`src/inc/rrb_pkg.sv`:
```
// Operation
// RL1 - Word count field is zero-based dword count
// RL2 - Short request returns only leading words
// RL3 - Long request returns whole structure, no extra
// RL4 - Format bit zero selects extended structure
// RL5 - Bytes 0-3 carry wrapping 32-bit generation
// RL6 - Successful register completion bumps generation
// RL7 - Successful release-clear completion bumps generation
// RL8 - Successful preempt acquire completion bumps generation
// RL9 - Byte 4 reports reservation kind
// RL10 - Bytes 5-6 report registrant controller count
// RL11 - Byte 9 reports persistence, others reserved
// RL12 - Standard entries are 24 bytes from 24
// RL13 - Extended header 64 bytes, 64-byte entries
// RL14 - Entry holds id, hold bit, host, key
// RL15 - Post completion status after the transfer
// RL16 - One shared counter, step one, rolls over
package rrb_pkg;
	// Register map, byte addresses on the plain port
	localparam logic [7:0] ADDR_CTRL  = 8'h00;
	localparam logic [7:0] ADDR_WCNT  = 8'h04;
	localparam logic [7:0] ADDR_FMT   = 8'h08;
	localparam logic [7:0] ADDR_NSST  = 8'h0C;
	localparam logic [7:0] ADDR_RCNT  = 8'h10;
	localparam logic [7:0] ADDR_STAT  = 8'h14;
	localparam logic [7:0] ADDR_GEN   = 8'h18;
	localparam int         ENT_SEL_BIT = 7;
	// Entry field selects within a 32-byte entry window
	localparam logic [2:0] FLD_ID     = 3'h0;
	localparam logic [2:0] FLD_HID_LO = 3'h1;
	localparam logic [2:0] FLD_HID_HI = 3'h2;
	localparam logic [2:0] FLD_KEY_LO = 3'h3;
	localparam logic [2:0] FLD_KEY_HI = 3'h4;
	// Field positions
	localparam int CTRL_START_BIT = 0;
	localparam int FMT_EXT_BIT    = 0;
	localparam int NSST_PTPL_BIT  = 8;
	localparam int STAT_BUSY_BIT  = 0;
	localparam int STAT_DONE_BIT  = 1;
	localparam int KIND_LSB       = 0;
	localparam int COUNT_LSB      = 8;
	localparam int PTPL_BIT       = 8;
	localparam int HOLD_BIT       = 16;
	// Table size
	localparam int         ENTRY_MAX = 4;
	localparam logic [2:0] COUNT_MAX = 3'h4;
	// Structure geometry in dwords
	localparam logic [4:0] STD_HDR_WORDS = 5'h06;
	localparam logic [4:0] STD_ENT_WORDS = 5'h06;
	localparam logic [4:0] EXT_HDR_WORDS = 5'h10;
	localparam logic [4:0] EXT_ENT_WORDS = 5'h10;
	localparam logic [4:0] HDR_W_GEN  = 5'h00;
	localparam logic [4:0] HDR_W_KIND = 5'h01;
	localparam logic [4:0] HDR_W_PTPL = 5'h02;
	localparam logic [4:0] ENT_W_ID   = 5'h00;
	localparam logic [4:0] STD_W_HID  = 5'h02;
	localparam logic [4:0] STD_W_KEY  = 5'h04;
	localparam logic [4:0] EXT_W_KEY  = 5'h02;
	localparam logic [4:0] EXT_W_HID  = 5'h04;
	// Action codes that advance the generation, and the success status
	localparam logic [2:0] REL_CLEAR         = 3'h1;
	localparam logic [2:0] ACQ_PREEMPT       = 3'h1;
	localparam logic [2:0] ACQ_PREEMPT_ABORT = 3'h2;
	localparam logic [15:0] STATUS_SUCCESS   = 16'h0000;
	typedef enum logic [1:0] {
		RRB_IDLE = 2'b00,
		RRB_SEND = 2'b01,
		RRB_CPL  = 2'b10
	} rrb_state_t;
endpackage

```
`src/verilog/rrb_gen_counter.sv`:
```
`timescale 1ns/10ps
module rrb_gen_counter
	import rrb_pkg::*;
(
	input  wire logic        i_clock,        // Core clock
	input  wire logic        i_nrst,         // Async reset, active low
	input  wire logic        i_register_ok,  // Register command succeeded
	input  wire logic        i_release_ok,   // Release command succeeded
	input  wire logic [2:0]  i_release_action_code, // Its action code
	input  wire logic        i_acquire_ok,   // Acquire command succeeded
	input  wire logic [2:0]  i_acquire_action_code, // Its action code
	output logic      [31:0] o_generation_counter   // Shared generation
);
	logic [31:0] gen_reg;
	logic [31:0] gen_next;
	logic [1:0]  bumps;

	// Same-cycle completions each count, so none is lost
	always_comb begin
		bumps = 2'(i_register_ok);                                          // RL6
		bumps = bumps + 2'(i_release_ok && i_release_action_code == REL_CLEAR); // RL7
		bumps = bumps + 2'(i_acquire_ok && (i_acquire_action_code == ACQ_PREEMPT ||
			i_acquire_action_code == ACQ_PREEMPT_ABORT));                   // RL8
		gen_next = gen_reg + 32'(bumps);                                    // RL16
	end

	// Plain modular add: wraps instead of saturating
	always_ff @(posedge i_clock or negedge i_nrst) begin
		if (!i_nrst) begin
			gen_reg <= 32'h00000000;
		end else begin
			gen_reg <= gen_next;                                            // RL5
		end
	end

	assign o_generation_counter = gen_reg;
endmodule

```
`src/verilog/rrb_len_clamp.sv`:
```
`timescale 1ns/10ps
module rrb_len_clamp
	import rrb_pkg::*;
(
	input  wire logic        i_ext,      // Extended format chosen
	input  wire logic [2:0]  i_count,    // Registrant entries
	input  wire logic [31:0] i_wcnt,     // Zero-based requested words
	output logic      [31:0] o_words     // Words to send
);
	logic [7:0] total;

	// Structure size, then the smaller of request and size
	always_comb begin
		if (i_ext) begin
			total = 8'(EXT_HDR_WORDS) + 8'(i_count) * 8'(EXT_ENT_WORDS); // RL13
		end else begin
			total = 8'(STD_HDR_WORDS) + 8'(i_count) * 8'(STD_ENT_WORDS); // RL12
		end
		// Compare before adding one so an all-ones request cannot wrap
		if (i_wcnt < 32'(total)) begin
			o_words = i_wcnt + 32'h00000001;                              // RL1 RL2
		end else begin
			o_words = 32'(total);                                         // RL3
		end
	end
endmodule

```
`src/verilog/rrb_report_builder.sv`:
```
// The implementer's own choices: strobed register access and the register addresses.
`timescale 1ns/10ps
module rrb_report_builder
	import rrb_pkg::*;
(
	input  wire logic        i_clock,         // 125 MHz core clock
	input  wire logic        i_nrst,          // Async reset, active low
	input  wire logic [7:0]  i_addr,          // Register byte address
	input  wire logic [31:0] i_wdata,         // Register write data
	input  wire logic        i_wr,            // Write strobe
	input  wire logic        i_rd,            // Read strobe
	output logic      [31:0] o_rdata,         // Read data, cycle after strobe
	input  wire logic        i_register_ok,   // Register command succeeded
	input  wire logic        i_release_ok,    // Release command succeeded
	input  wire logic [2:0]  i_release_action_code, // Release action
	input  wire logic        i_acquire_ok,    // Acquire command succeeded
	input  wire logic [2:0]  i_acquire_action_code, // Acquire action
	output logic             o_data_valid,    // Report word valid
	output logic      [31:0] o_data_word,     // Report word
	output logic             o_cqe_valid,     // Completion entry pulse
	output logic      [15:0] o_cqe_status,    // Completion status
	output logic             o_busy           // Command in progress
);
	rrb_state_t  state_reg, state_next;
	logic [31:0] wcnt_reg, wcnt_next;
	logic        fmt_reg, fmt_next;
	logic [7:0]  kind_reg, kind_next;
	logic        ptpl_reg, ptpl_next;
	logic [2:0]  rcnt_reg, rcnt_next;
	logic        done_reg, done_next;
	logic        ext_reg, ext_next;
	logic [2:0]  cnt_snap_reg, cnt_snap_next;
	logic [7:0]  kind_snap_reg, kind_snap_next;
	logic        ptpl_snap_reg, ptpl_snap_next;
	logic [31:0] gen_snap_reg, gen_snap_next;
	logic [31:0] words_reg, words_next;
	logic [31:0] sent_reg, sent_next;
	logic [4:0]  ofs_reg, ofs_next;
	logic [2:0]  ent_reg, ent_next;
	logic        in_hdr_reg, in_hdr_next;
	logic        dv_next;
	logic [31:0] dw_next;
	logic        cqe_next;
	logic [31:0] rdata_next;
	logic [31:0] gen;
	logic [31:0] clamp_words;
	logic        start;
	logic        ent_wr;
	logic [1:0]  ent_idx;
	logic [2:0]  ent_fld;
	logic [4:0]  rec_last;
	logic [1:0]  cur_ent;
	logic [15:0] id_mem   [ENTRY_MAX];
	logic        hold_mem [ENTRY_MAX];
	logic [63:0] hid_mem  [ENTRY_MAX];
	logic [63:0] key_mem  [ENTRY_MAX];

	////////////////////////////////////////////////////////////////////////////////
	// Shared generation counter and report length
	rrb_gen_counter u_gen (
		.i_clock               (i_clock),
		.i_nrst                (i_nrst),
		.i_register_ok         (i_register_ok),
		.i_release_ok          (i_release_ok),
		.i_release_action_code (i_release_action_code),
		.i_acquire_ok          (i_acquire_ok),
		.i_acquire_action_code (i_acquire_action_code),
		.o_generation_counter  (gen)
	);

	rrb_len_clamp u_len (
		.i_ext   (fmt_reg),
		.i_count (rcnt_reg),
		.i_wcnt  (wcnt_reg),
		.o_words (clamp_words)
	);

	////////////////////////////////////////////////////////////////////////////////
	// Register decode
	assign start   = i_wr && i_addr == ADDR_CTRL && i_wdata[CTRL_START_BIT];
	assign ent_wr  = i_wr && i_addr[ENT_SEL_BIT];
	assign ent_idx = i_addr[6:5];
	assign ent_fld = i_addr[4:2];
	assign cur_ent = ent_reg[1:0];

	// Software configuration and readback
	always_comb begin
		wcnt_next  = wcnt_reg;
		fmt_next   = fmt_reg;
		kind_next  = kind_reg;
		ptpl_next  = ptpl_reg;
		rcnt_next  = rcnt_reg;
		rdata_next = 32'h00000000;
		if (i_wr && i_addr == ADDR_WCNT) begin
			wcnt_next = i_wdata;                               // RL1
		end
		if (i_wr && i_addr == ADDR_FMT) begin
			fmt_next = i_wdata[FMT_EXT_BIT];                   // RL4
		end
		if (i_wr && i_addr == ADDR_NSST) begin
			kind_next = i_wdata[KIND_LSB +: 8];
			ptpl_next = i_wdata[NSST_PTPL_BIT];
		end
		// Table holds only so many entries, so larger counts saturate
		if (i_wr && i_addr == ADDR_RCNT) begin
			rcnt_next = (i_wdata > 32'(COUNT_MAX)) ? COUNT_MAX : i_wdata[2:0];
		end
		if (i_rd) begin
			if (i_addr[ENT_SEL_BIT]) begin
				unique case (ent_fld)
					FLD_ID:     rdata_next = {15'h0000, hold_mem[ent_idx], id_mem[ent_idx]};
					FLD_HID_LO: rdata_next = hid_mem[ent_idx][31:0];
					FLD_HID_HI: rdata_next = hid_mem[ent_idx][63:32];
					FLD_KEY_LO: rdata_next = key_mem[ent_idx][31:0];
					FLD_KEY_HI: rdata_next = key_mem[ent_idx][63:32];
					default:    rdata_next = 32'h00000000;
				endcase
			end else begin
				unique case (i_addr)
					ADDR_WCNT: rdata_next = wcnt_reg;
					ADDR_FMT:  rdata_next = 32'(fmt_reg);
					ADDR_NSST: rdata_next = {23'h000000, ptpl_reg, kind_reg};
					ADDR_RCNT: rdata_next = 32'(rcnt_reg);
					ADDR_STAT: rdata_next = {30'h00000000, done_reg, state_reg != RRB_IDLE};
					ADDR_GEN:  rdata_next = gen;
					default:   rdata_next = 32'h00000000;
				endcase
			end
		end
	end

	always_ff @(posedge i_clock or negedge i_nrst) begin
		if (!i_nrst) begin
			wcnt_reg <= 32'h00000000;
			fmt_reg  <= 1'b0;
			kind_reg <= 8'h00;
			ptpl_reg <= 1'b0;
			rcnt_reg <= 3'h0;
			o_rdata  <= 32'h00000000;
		end else begin
			wcnt_reg <= wcnt_next;
			fmt_reg  <= fmt_next;
			kind_reg <= kind_next;
			ptpl_reg <= ptpl_next;
			rcnt_reg <= rcnt_next;
			o_rdata  <= rdata_next;
		end
	end

	// Registrant table; entries may change mid-report, header fields do not
	always_ff @(posedge i_clock or negedge i_nrst) begin
		if (!i_nrst) begin
			for (int i = 0; i < ENTRY_MAX; i++) begin
				id_mem[i]   <= 16'h0000;
				hold_mem[i] <= 1'b0;
				hid_mem[i]  <= 64'h0000000000000000;
				key_mem[i]  <= 64'h0000000000000000;
			end
		end else if (ent_wr) begin
			unique case (ent_fld)
				FLD_ID: begin
					id_mem[ent_idx]   <= i_wdata[15:0];
					hold_mem[ent_idx] <= i_wdata[HOLD_BIT];
				end
				FLD_HID_LO: hid_mem[ent_idx][31:0]  <= i_wdata;
				FLD_HID_HI: hid_mem[ent_idx][63:32] <= i_wdata;
				FLD_KEY_LO: key_mem[ent_idx][31:0]  <= i_wdata;
				FLD_KEY_HI: key_mem[ent_idx][63:32] <= i_wdata;
				default: ;
			endcase
		end
	end

	////////////////////////////////////////////////////////////////////////////////
	// Report sequencer: one dword per cycle, then a completion
	always_comb begin
		state_next     = state_reg;
		done_next      = done_reg;
		ext_next       = ext_reg;
		cnt_snap_next  = cnt_snap_reg;
		kind_snap_next = kind_snap_reg;
		ptpl_snap_next = ptpl_snap_reg;
		gen_snap_next  = gen_snap_reg;
		words_next     = words_reg;
		sent_next      = sent_reg;
		ofs_next       = ofs_reg;
		ent_next       = ent_reg;
		in_hdr_next    = in_hdr_reg;
		dv_next        = 1'b0;
		dw_next        = 32'h00000000;
		cqe_next       = 1'b0;
		rec_last       = (in_hdr_reg ? (ext_reg ? EXT_HDR_WORDS : STD_HDR_WORDS)
			: (ext_reg ? EXT_ENT_WORDS : STD_ENT_WORDS)) - 5'h01;
		unique case (state_reg)
			RRB_IDLE: begin
				// Starts while busy are ignored; snapshot keeps header coherent
				if (start) begin
					state_next     = RRB_SEND;
					done_next      = 1'b0;
					ext_next       = fmt_reg;                      // RL4
					cnt_snap_next  = rcnt_reg;
					kind_snap_next = kind_reg;
					ptpl_snap_next = ptpl_reg;
					gen_snap_next  = gen;
					words_next     = clamp_words;                  // RL2 RL3
					sent_next      = 32'h00000000;
					ofs_next       = 5'h00;
					ent_next       = 3'h0;
					in_hdr_next    = 1'b1;
				end
			end
			RRB_SEND: begin
				dv_next = 1'b1;
				if (in_hdr_reg) begin
					unique case (ofs_reg)
						HDR_W_GEN: dw_next = gen_snap_reg;            // RL5
						HDR_W_KIND: begin
							dw_next[KIND_LSB +: 8]   = kind_snap_reg;      // RL9
							dw_next[COUNT_LSB +: 16] = 16'(cnt_snap_reg);  // RL10
						end
						HDR_W_PTPL: dw_next[PTPL_BIT] = ptpl_snap_reg;  // RL11
						default: dw_next = 32'h00000000;                // RL13
					endcase
				end else if (ofs_reg == ENT_W_ID) begin
					dw_next[15:0]     = id_mem[cur_ent];                // RL14
					dw_next[HOLD_BIT] = hold_mem[cur_ent];
				end else if (ofs_reg == (ext_reg ? EXT_W_KEY : STD_W_KEY)) begin
					dw_next = key_mem[cur_ent][31:0];
				end else if (ofs_reg == (ext_reg ? EXT_W_KEY : STD_W_KEY) + 5'h01) begin
					dw_next = key_mem[cur_ent][63:32];
				end else if (ofs_reg == (ext_reg ? EXT_W_HID : STD_W_HID)) begin
					dw_next = hid_mem[cur_ent][31:0];
				end else if (ofs_reg == (ext_reg ? EXT_W_HID : STD_W_HID) + 5'h01) begin
					dw_next = hid_mem[cur_ent][63:32];
				end
				// Walk header then records of the chosen stride
				if (ofs_reg == rec_last) begin
					ofs_next    = 5'h00;                              // RL12 RL13
					in_hdr_next = 1'b0;
					if (!in_hdr_reg) begin
						ent_next = ent_reg + 3'h1;
					end
				end else begin
					ofs_next = ofs_reg + 5'h01;
				end
				sent_next = sent_reg + 32'h00000001;
				if (sent_reg == words_reg - 32'h00000001) begin
					state_next = RRB_CPL;                              // RL2 RL3
				end
			end
			RRB_CPL: begin
				cqe_next   = 1'b1;                                 // RL15
				done_next  = 1'b1;
				state_next = RRB_IDLE;
			end
			default: state_next = RRB_IDLE;
		endcase
	end

	always_ff @(posedge i_clock or negedge i_nrst) begin
		if (!i_nrst) begin
			state_reg     <= RRB_IDLE;
			done_reg      <= 1'b0;
			ext_reg       <= 1'b0;
			cnt_snap_reg  <= 3'h0;
			kind_snap_reg <= 8'h00;
			ptpl_snap_reg <= 1'b0;
			gen_snap_reg  <= 32'h00000000;
			words_reg     <= 32'h00000000;
			sent_reg      <= 32'h00000000;
			ofs_reg       <= 5'h00;
			ent_reg       <= 3'h0;
			in_hdr_reg    <= 1'b1;
			o_data_valid  <= 1'b0;
			o_data_word   <= 32'h00000000;
			o_cqe_valid   <= 1'b0;
			o_cqe_status  <= STATUS_SUCCESS;
			o_busy        <= 1'b0;
		end else begin
			state_reg     <= state_next;
			done_reg      <= done_next;
			ext_reg       <= ext_next;
			cnt_snap_reg  <= cnt_snap_next;
			kind_snap_reg <= kind_snap_next;
			ptpl_snap_reg <= ptpl_snap_next;
			gen_snap_reg  <= gen_snap_next;
			words_reg     <= words_next;
			sent_reg      <= sent_next;
			ofs_reg       <= ofs_next;
			ent_reg       <= ent_next;
			in_hdr_reg    <= in_hdr_next;
			o_data_valid  <= dv_next;
			o_data_word   <= dw_next;
			o_cqe_valid   <= cqe_next;
			o_cqe_status  <= STATUS_SUCCESS;
			o_busy        <= state_next != RRB_IDLE;
		end
	end

	////////////////////////////////////////////////////////////////////////////////
	// Checks, with a beat counter as helper
	logic [31:0] beat_reg;
	always_ff @(posedge i_clock or negedge i_nrst) begin
		if (!i_nrst) begin
			beat_reg <= 32'h00000000;
		end else if (state_reg == RRB_IDLE && start) begin
			beat_reg <= 32'h00000000;
		end else if (o_data_valid) begin
			beat_reg <= beat_reg + 32'h00000001;
		end
	end
endmodule

```
`config.mk`:
```
export PLATFORM = sky130hd
export DESIGN_NAME = rrb_report_builder
export DESIGN_NICKNAME = d
export VERILOG_FILES = /design/src/inc/rrb_pkg.sv /design/src/verilog/rrb_gen_counter.sv /design/src/verilog/rrb_len_clamp.sv /design/src/verilog/rrb_report_builder.sv
export SDC_FILE = /design/constraint.sdc
export NUM_CORES = 2
export LEC_CHECK = 0
export BUFFER_PORTS_ARGS = -buffer_cell sky130_fd_sc_hd__buf_2
export CAP_MARGIN = 20
export CORE_UTILIZATION = 38
export CTS_BUF_LIST = sky130_fd_sc_hd__clkbuf_16
export DETAILED_ROUTE_END_ITERATION = 10
export SYNTH_ARGS = -nofsm -noshare
export SYNTH_HDL_FRONTEND = slang
export SYNTH_SLANG_ARGS = --single-unit
```
`constraint.sdc`:
```
create_clock -name i_clock -period 4.4 [get_ports i_clock]
set_clock_uncertainty 0.2 [all_clocks]
set_input_delay 0.22 -clock i_clock [delete_from_list [all_inputs] [get_ports i_clock]]
set_output_delay 0.22 -clock i_clock [all_outputs]
set_load 0.02 [all_outputs]
```
==> results.md <==
- P&R area growth vs syn: 13.75%
- Peak VDD IR: between 0.2 and 0.3 mV
- Post-cts resize count: 0
- PD cells: between 300 and 400 nW/um^2
- HPWL Detailed: approximately 84 mm
- Post-synth EDFFs: 0
- Post-Route WL: between 100 and 150 mm
- Relative max-transition margin: 31.15%
- Iter 0 DRT Violations: between 2,000 and 2,500
- Vias: 28,580
- Leading area contributor after synthesis: dfrtp_1
- RSZ-0062 raised after global routing: no
- Clock buffer depth: 3
- # Max-Cap Violations: 0
- Congestion Overflow GR: 0
- Worst slack, placed: between 400 and 500 ps
- Commonest cells post-synth: 843 x dfrtp_1, 660 x mux2_2, 290 x mux4_2, 217 x clkbuf_1, 192 x nand2_1
- Cts bufs inserted: 92
- Final Hold Vio Count: 2
- Cell variety after synth: 70
- Worst path arrival time: 4380 ps
- Setup violators final: 0
- Core Region: around 110,000 sq um
- Ys flop type: dfrtp_1
- Top flop regs: hid_mem: 256 flops, key_mem: 256 flops, id_mem: 64 flops
- Layout cells sized above 1: 40.56%
- Final setup margin: just over 400 ps
- Row count: around 120
- Initial antenna violation count: 3
- Max Slew Vio Count: 0
- Final period util: 90.76%
- CTS root buffer: clkbuf_16
- Vias per cell: between 5 and 6
- Hold Crit Class: in2async
- Cell Area, Synth: ~43,000 sq um
- CTS tree: yes
- Die area: 114,300 sq um
- Largest net degree at the start of global routing: 120
- Depth of the CTS H-tree: 3
- Crit end category: flip-flop
- Register area: 21,130 sq um
- CP Launch Type: flip-flop
- Outcome: finished, violations left
- Register area share after synthesis: between 40% and 50%
- Multi-input logic area: roughly 21,000 sq um
- Nets: 3,331
- CP Max Fanout: 12
- CTS clock-pin slew for the worst setup and hold paths: about 60 ps
- Most common cell in the synthesized netlist: dfrtp_1
- Seq cells post-synth: 844
- Tmin final: roughly 4000 ps
- Filler instances: about 10,000
- Clk sinks: approximately 840
- DIE HEIGHT: about 340 um
- First-pass GRT wire length: just under 200 mm
- Die Wd: about 340 um
- Largest cells by area after synthesis: dfrtp_1 49%, mux2_2 17%, mux4_2 15%, clkbuf_1 1.9%, a22oi_1 1.7%
- Share of the synthesized area in the top cell type: roughly 50%
- Syn Area/Cell: approximately 14 sq um
- Post-route ant nets: 0
- Drt pass-1 iters: 6
- Tightest Pin Transition: approximately 1000 ps
- Warnings from Yosys: 0
- WP data required: 4790 ps
- Remaining DRCs: 0
- Vias in the first global route: 28,670
- Buffers added on ports: about 120
- Synth async-reset ratio: 100.0%
- Overall routing resource usage: 23.26%
- Placer Congestion: about 0.86
- Hold Slack: -0.4632 ps
- Syn Inst Count: 3,164
- Drt wl/cell: roughly 27 um
- Critical path class: reg2reg
- Initial Utilization: 38.56%
- Violated checks: negative hold slack
- Setup_tns: 0 ps
- Leak Pwr: 0.02191 uW
- Worst-Skew Late Latency: approximately 670 ps
- Io pins: about 140
- Maximum clock rate: roughly 0.25 GHz
## cells in the final DEF (no fill, tap or decap), drive strengths merged, types with 18 or more instances in the layout
cell type	n
nor2	96
mux2	660
ha	19
clkinv	37
a22oi	97
nand3	79
dlygate4sd3	41
mux2i	25
mux4	290
xnor2	48
o21ai	71
a31oi	19
buf	227
and2	33
nor3	40
a21oi	63
xor2	31
clkbuf	94
nand4	24
inv	44
dfrtp	843
nor4	22
nand2	192
a222oi	18
and3	19
a22o	32
## kinds of logic after synthesis
group	after synthesis	share of synthesized area, %
mux	975	33.13
flops	844	49.23
simple gates	563	6.488
compound gates	373	5.966
buf+inv	307	2.878
xor+xnor	79	1.613
fa+ha+maj	22	0.6940
other cells	1	0.008740
## report_power, final
| group | switching (uW) | total [uW] | internal [uW] |
|---|---|---|---|
| Clock | 3250 | 7520 | 4270 |
| Sequential | 594 | 9170 | 8570 |
| Combinational | 1110 | 2480 | 1380 |
## timing repair
item / in CTS / in global routing
hold buffers: 41 / 0
buffers inserted: 0 / 0
endpoints found under the hold margin: 703 / 0
## path summary, 6_finish.rpt
path | startpoint | end | slack [ps] | cells after the start
setup / recovery | rcnt_reg[1] | words_reg[5] | 410 | 12
hold / removal | i_nrst | id_mem[21] | -0.5 | 2
setup reg to reg | rcnt_reg[1] | words_reg[5] | 410 | 12
hold reg to reg | sent_reg[31] | sent_reg[31] | 290 | 1
max in group asynchronous | i_nrst | hid_mem[179] | 2700 | 3
min in group i_clock | i_addr[0] | o_rdata[1] | 50 | 6
## worst max-delay path, cell delays in order (launching register included)
cell and delay (ps):
dfrtp_1 450, ha_1 270, fa_1 400, xor2_1 250
nand2_1 130, o21a_1 180, nor3_1 160, a21oi_1 90
ha_1 320, nand4_1 90, o211ai_1 810, mux2_2 410
o21ai_0 150
## stage by stage
| stage | std cells | hold slack [ps] | area (sq um) | utilization (%) | total power [uW] |
|---|---|---|---|---|---|
| after floorplan | 3179 | -275.6 | 42960 | - | 10860 |
| after global placement | 4608 | 137.3 | 45480 | 40.87 | 11670 |
| after detailed placement | 4609 | 143.4 | 45510 | 40.89 | 11760 |
| after CTS | 4814 | 18.85 | 48800 | 43.85 | 19330 |
| after global routing | 4815 | 50.81 | 48800 | 43.85 | 19950 |
| final | 4818 | -0.4632 | 48810 | 43.86 | 19170 |
## cell type report
class | instances | area share [%]
sequential | 844 | 43.29
multi-input combinational | 2028 | 42.53
clock buffer | 94 | 4.820
timing repair buffer | 268 | 4.279
tap | 1488 | 3.815
clock inverter | 70 | 1.077
inverter | 22 | 0.1692
antenna | 4 | 0.02051
## layer usage
layer  GRT usage, %  up-vias  part of all wire (%)
met5              0        -                 0.018
met4          7.702        4                   3.2
met2          36.31      989                    47
met3          4.388      230                   7.0
met1          32.59    15220                    43
li1               -    12130                     -
No activity file was read; power rests on OpenSTA's default activity.
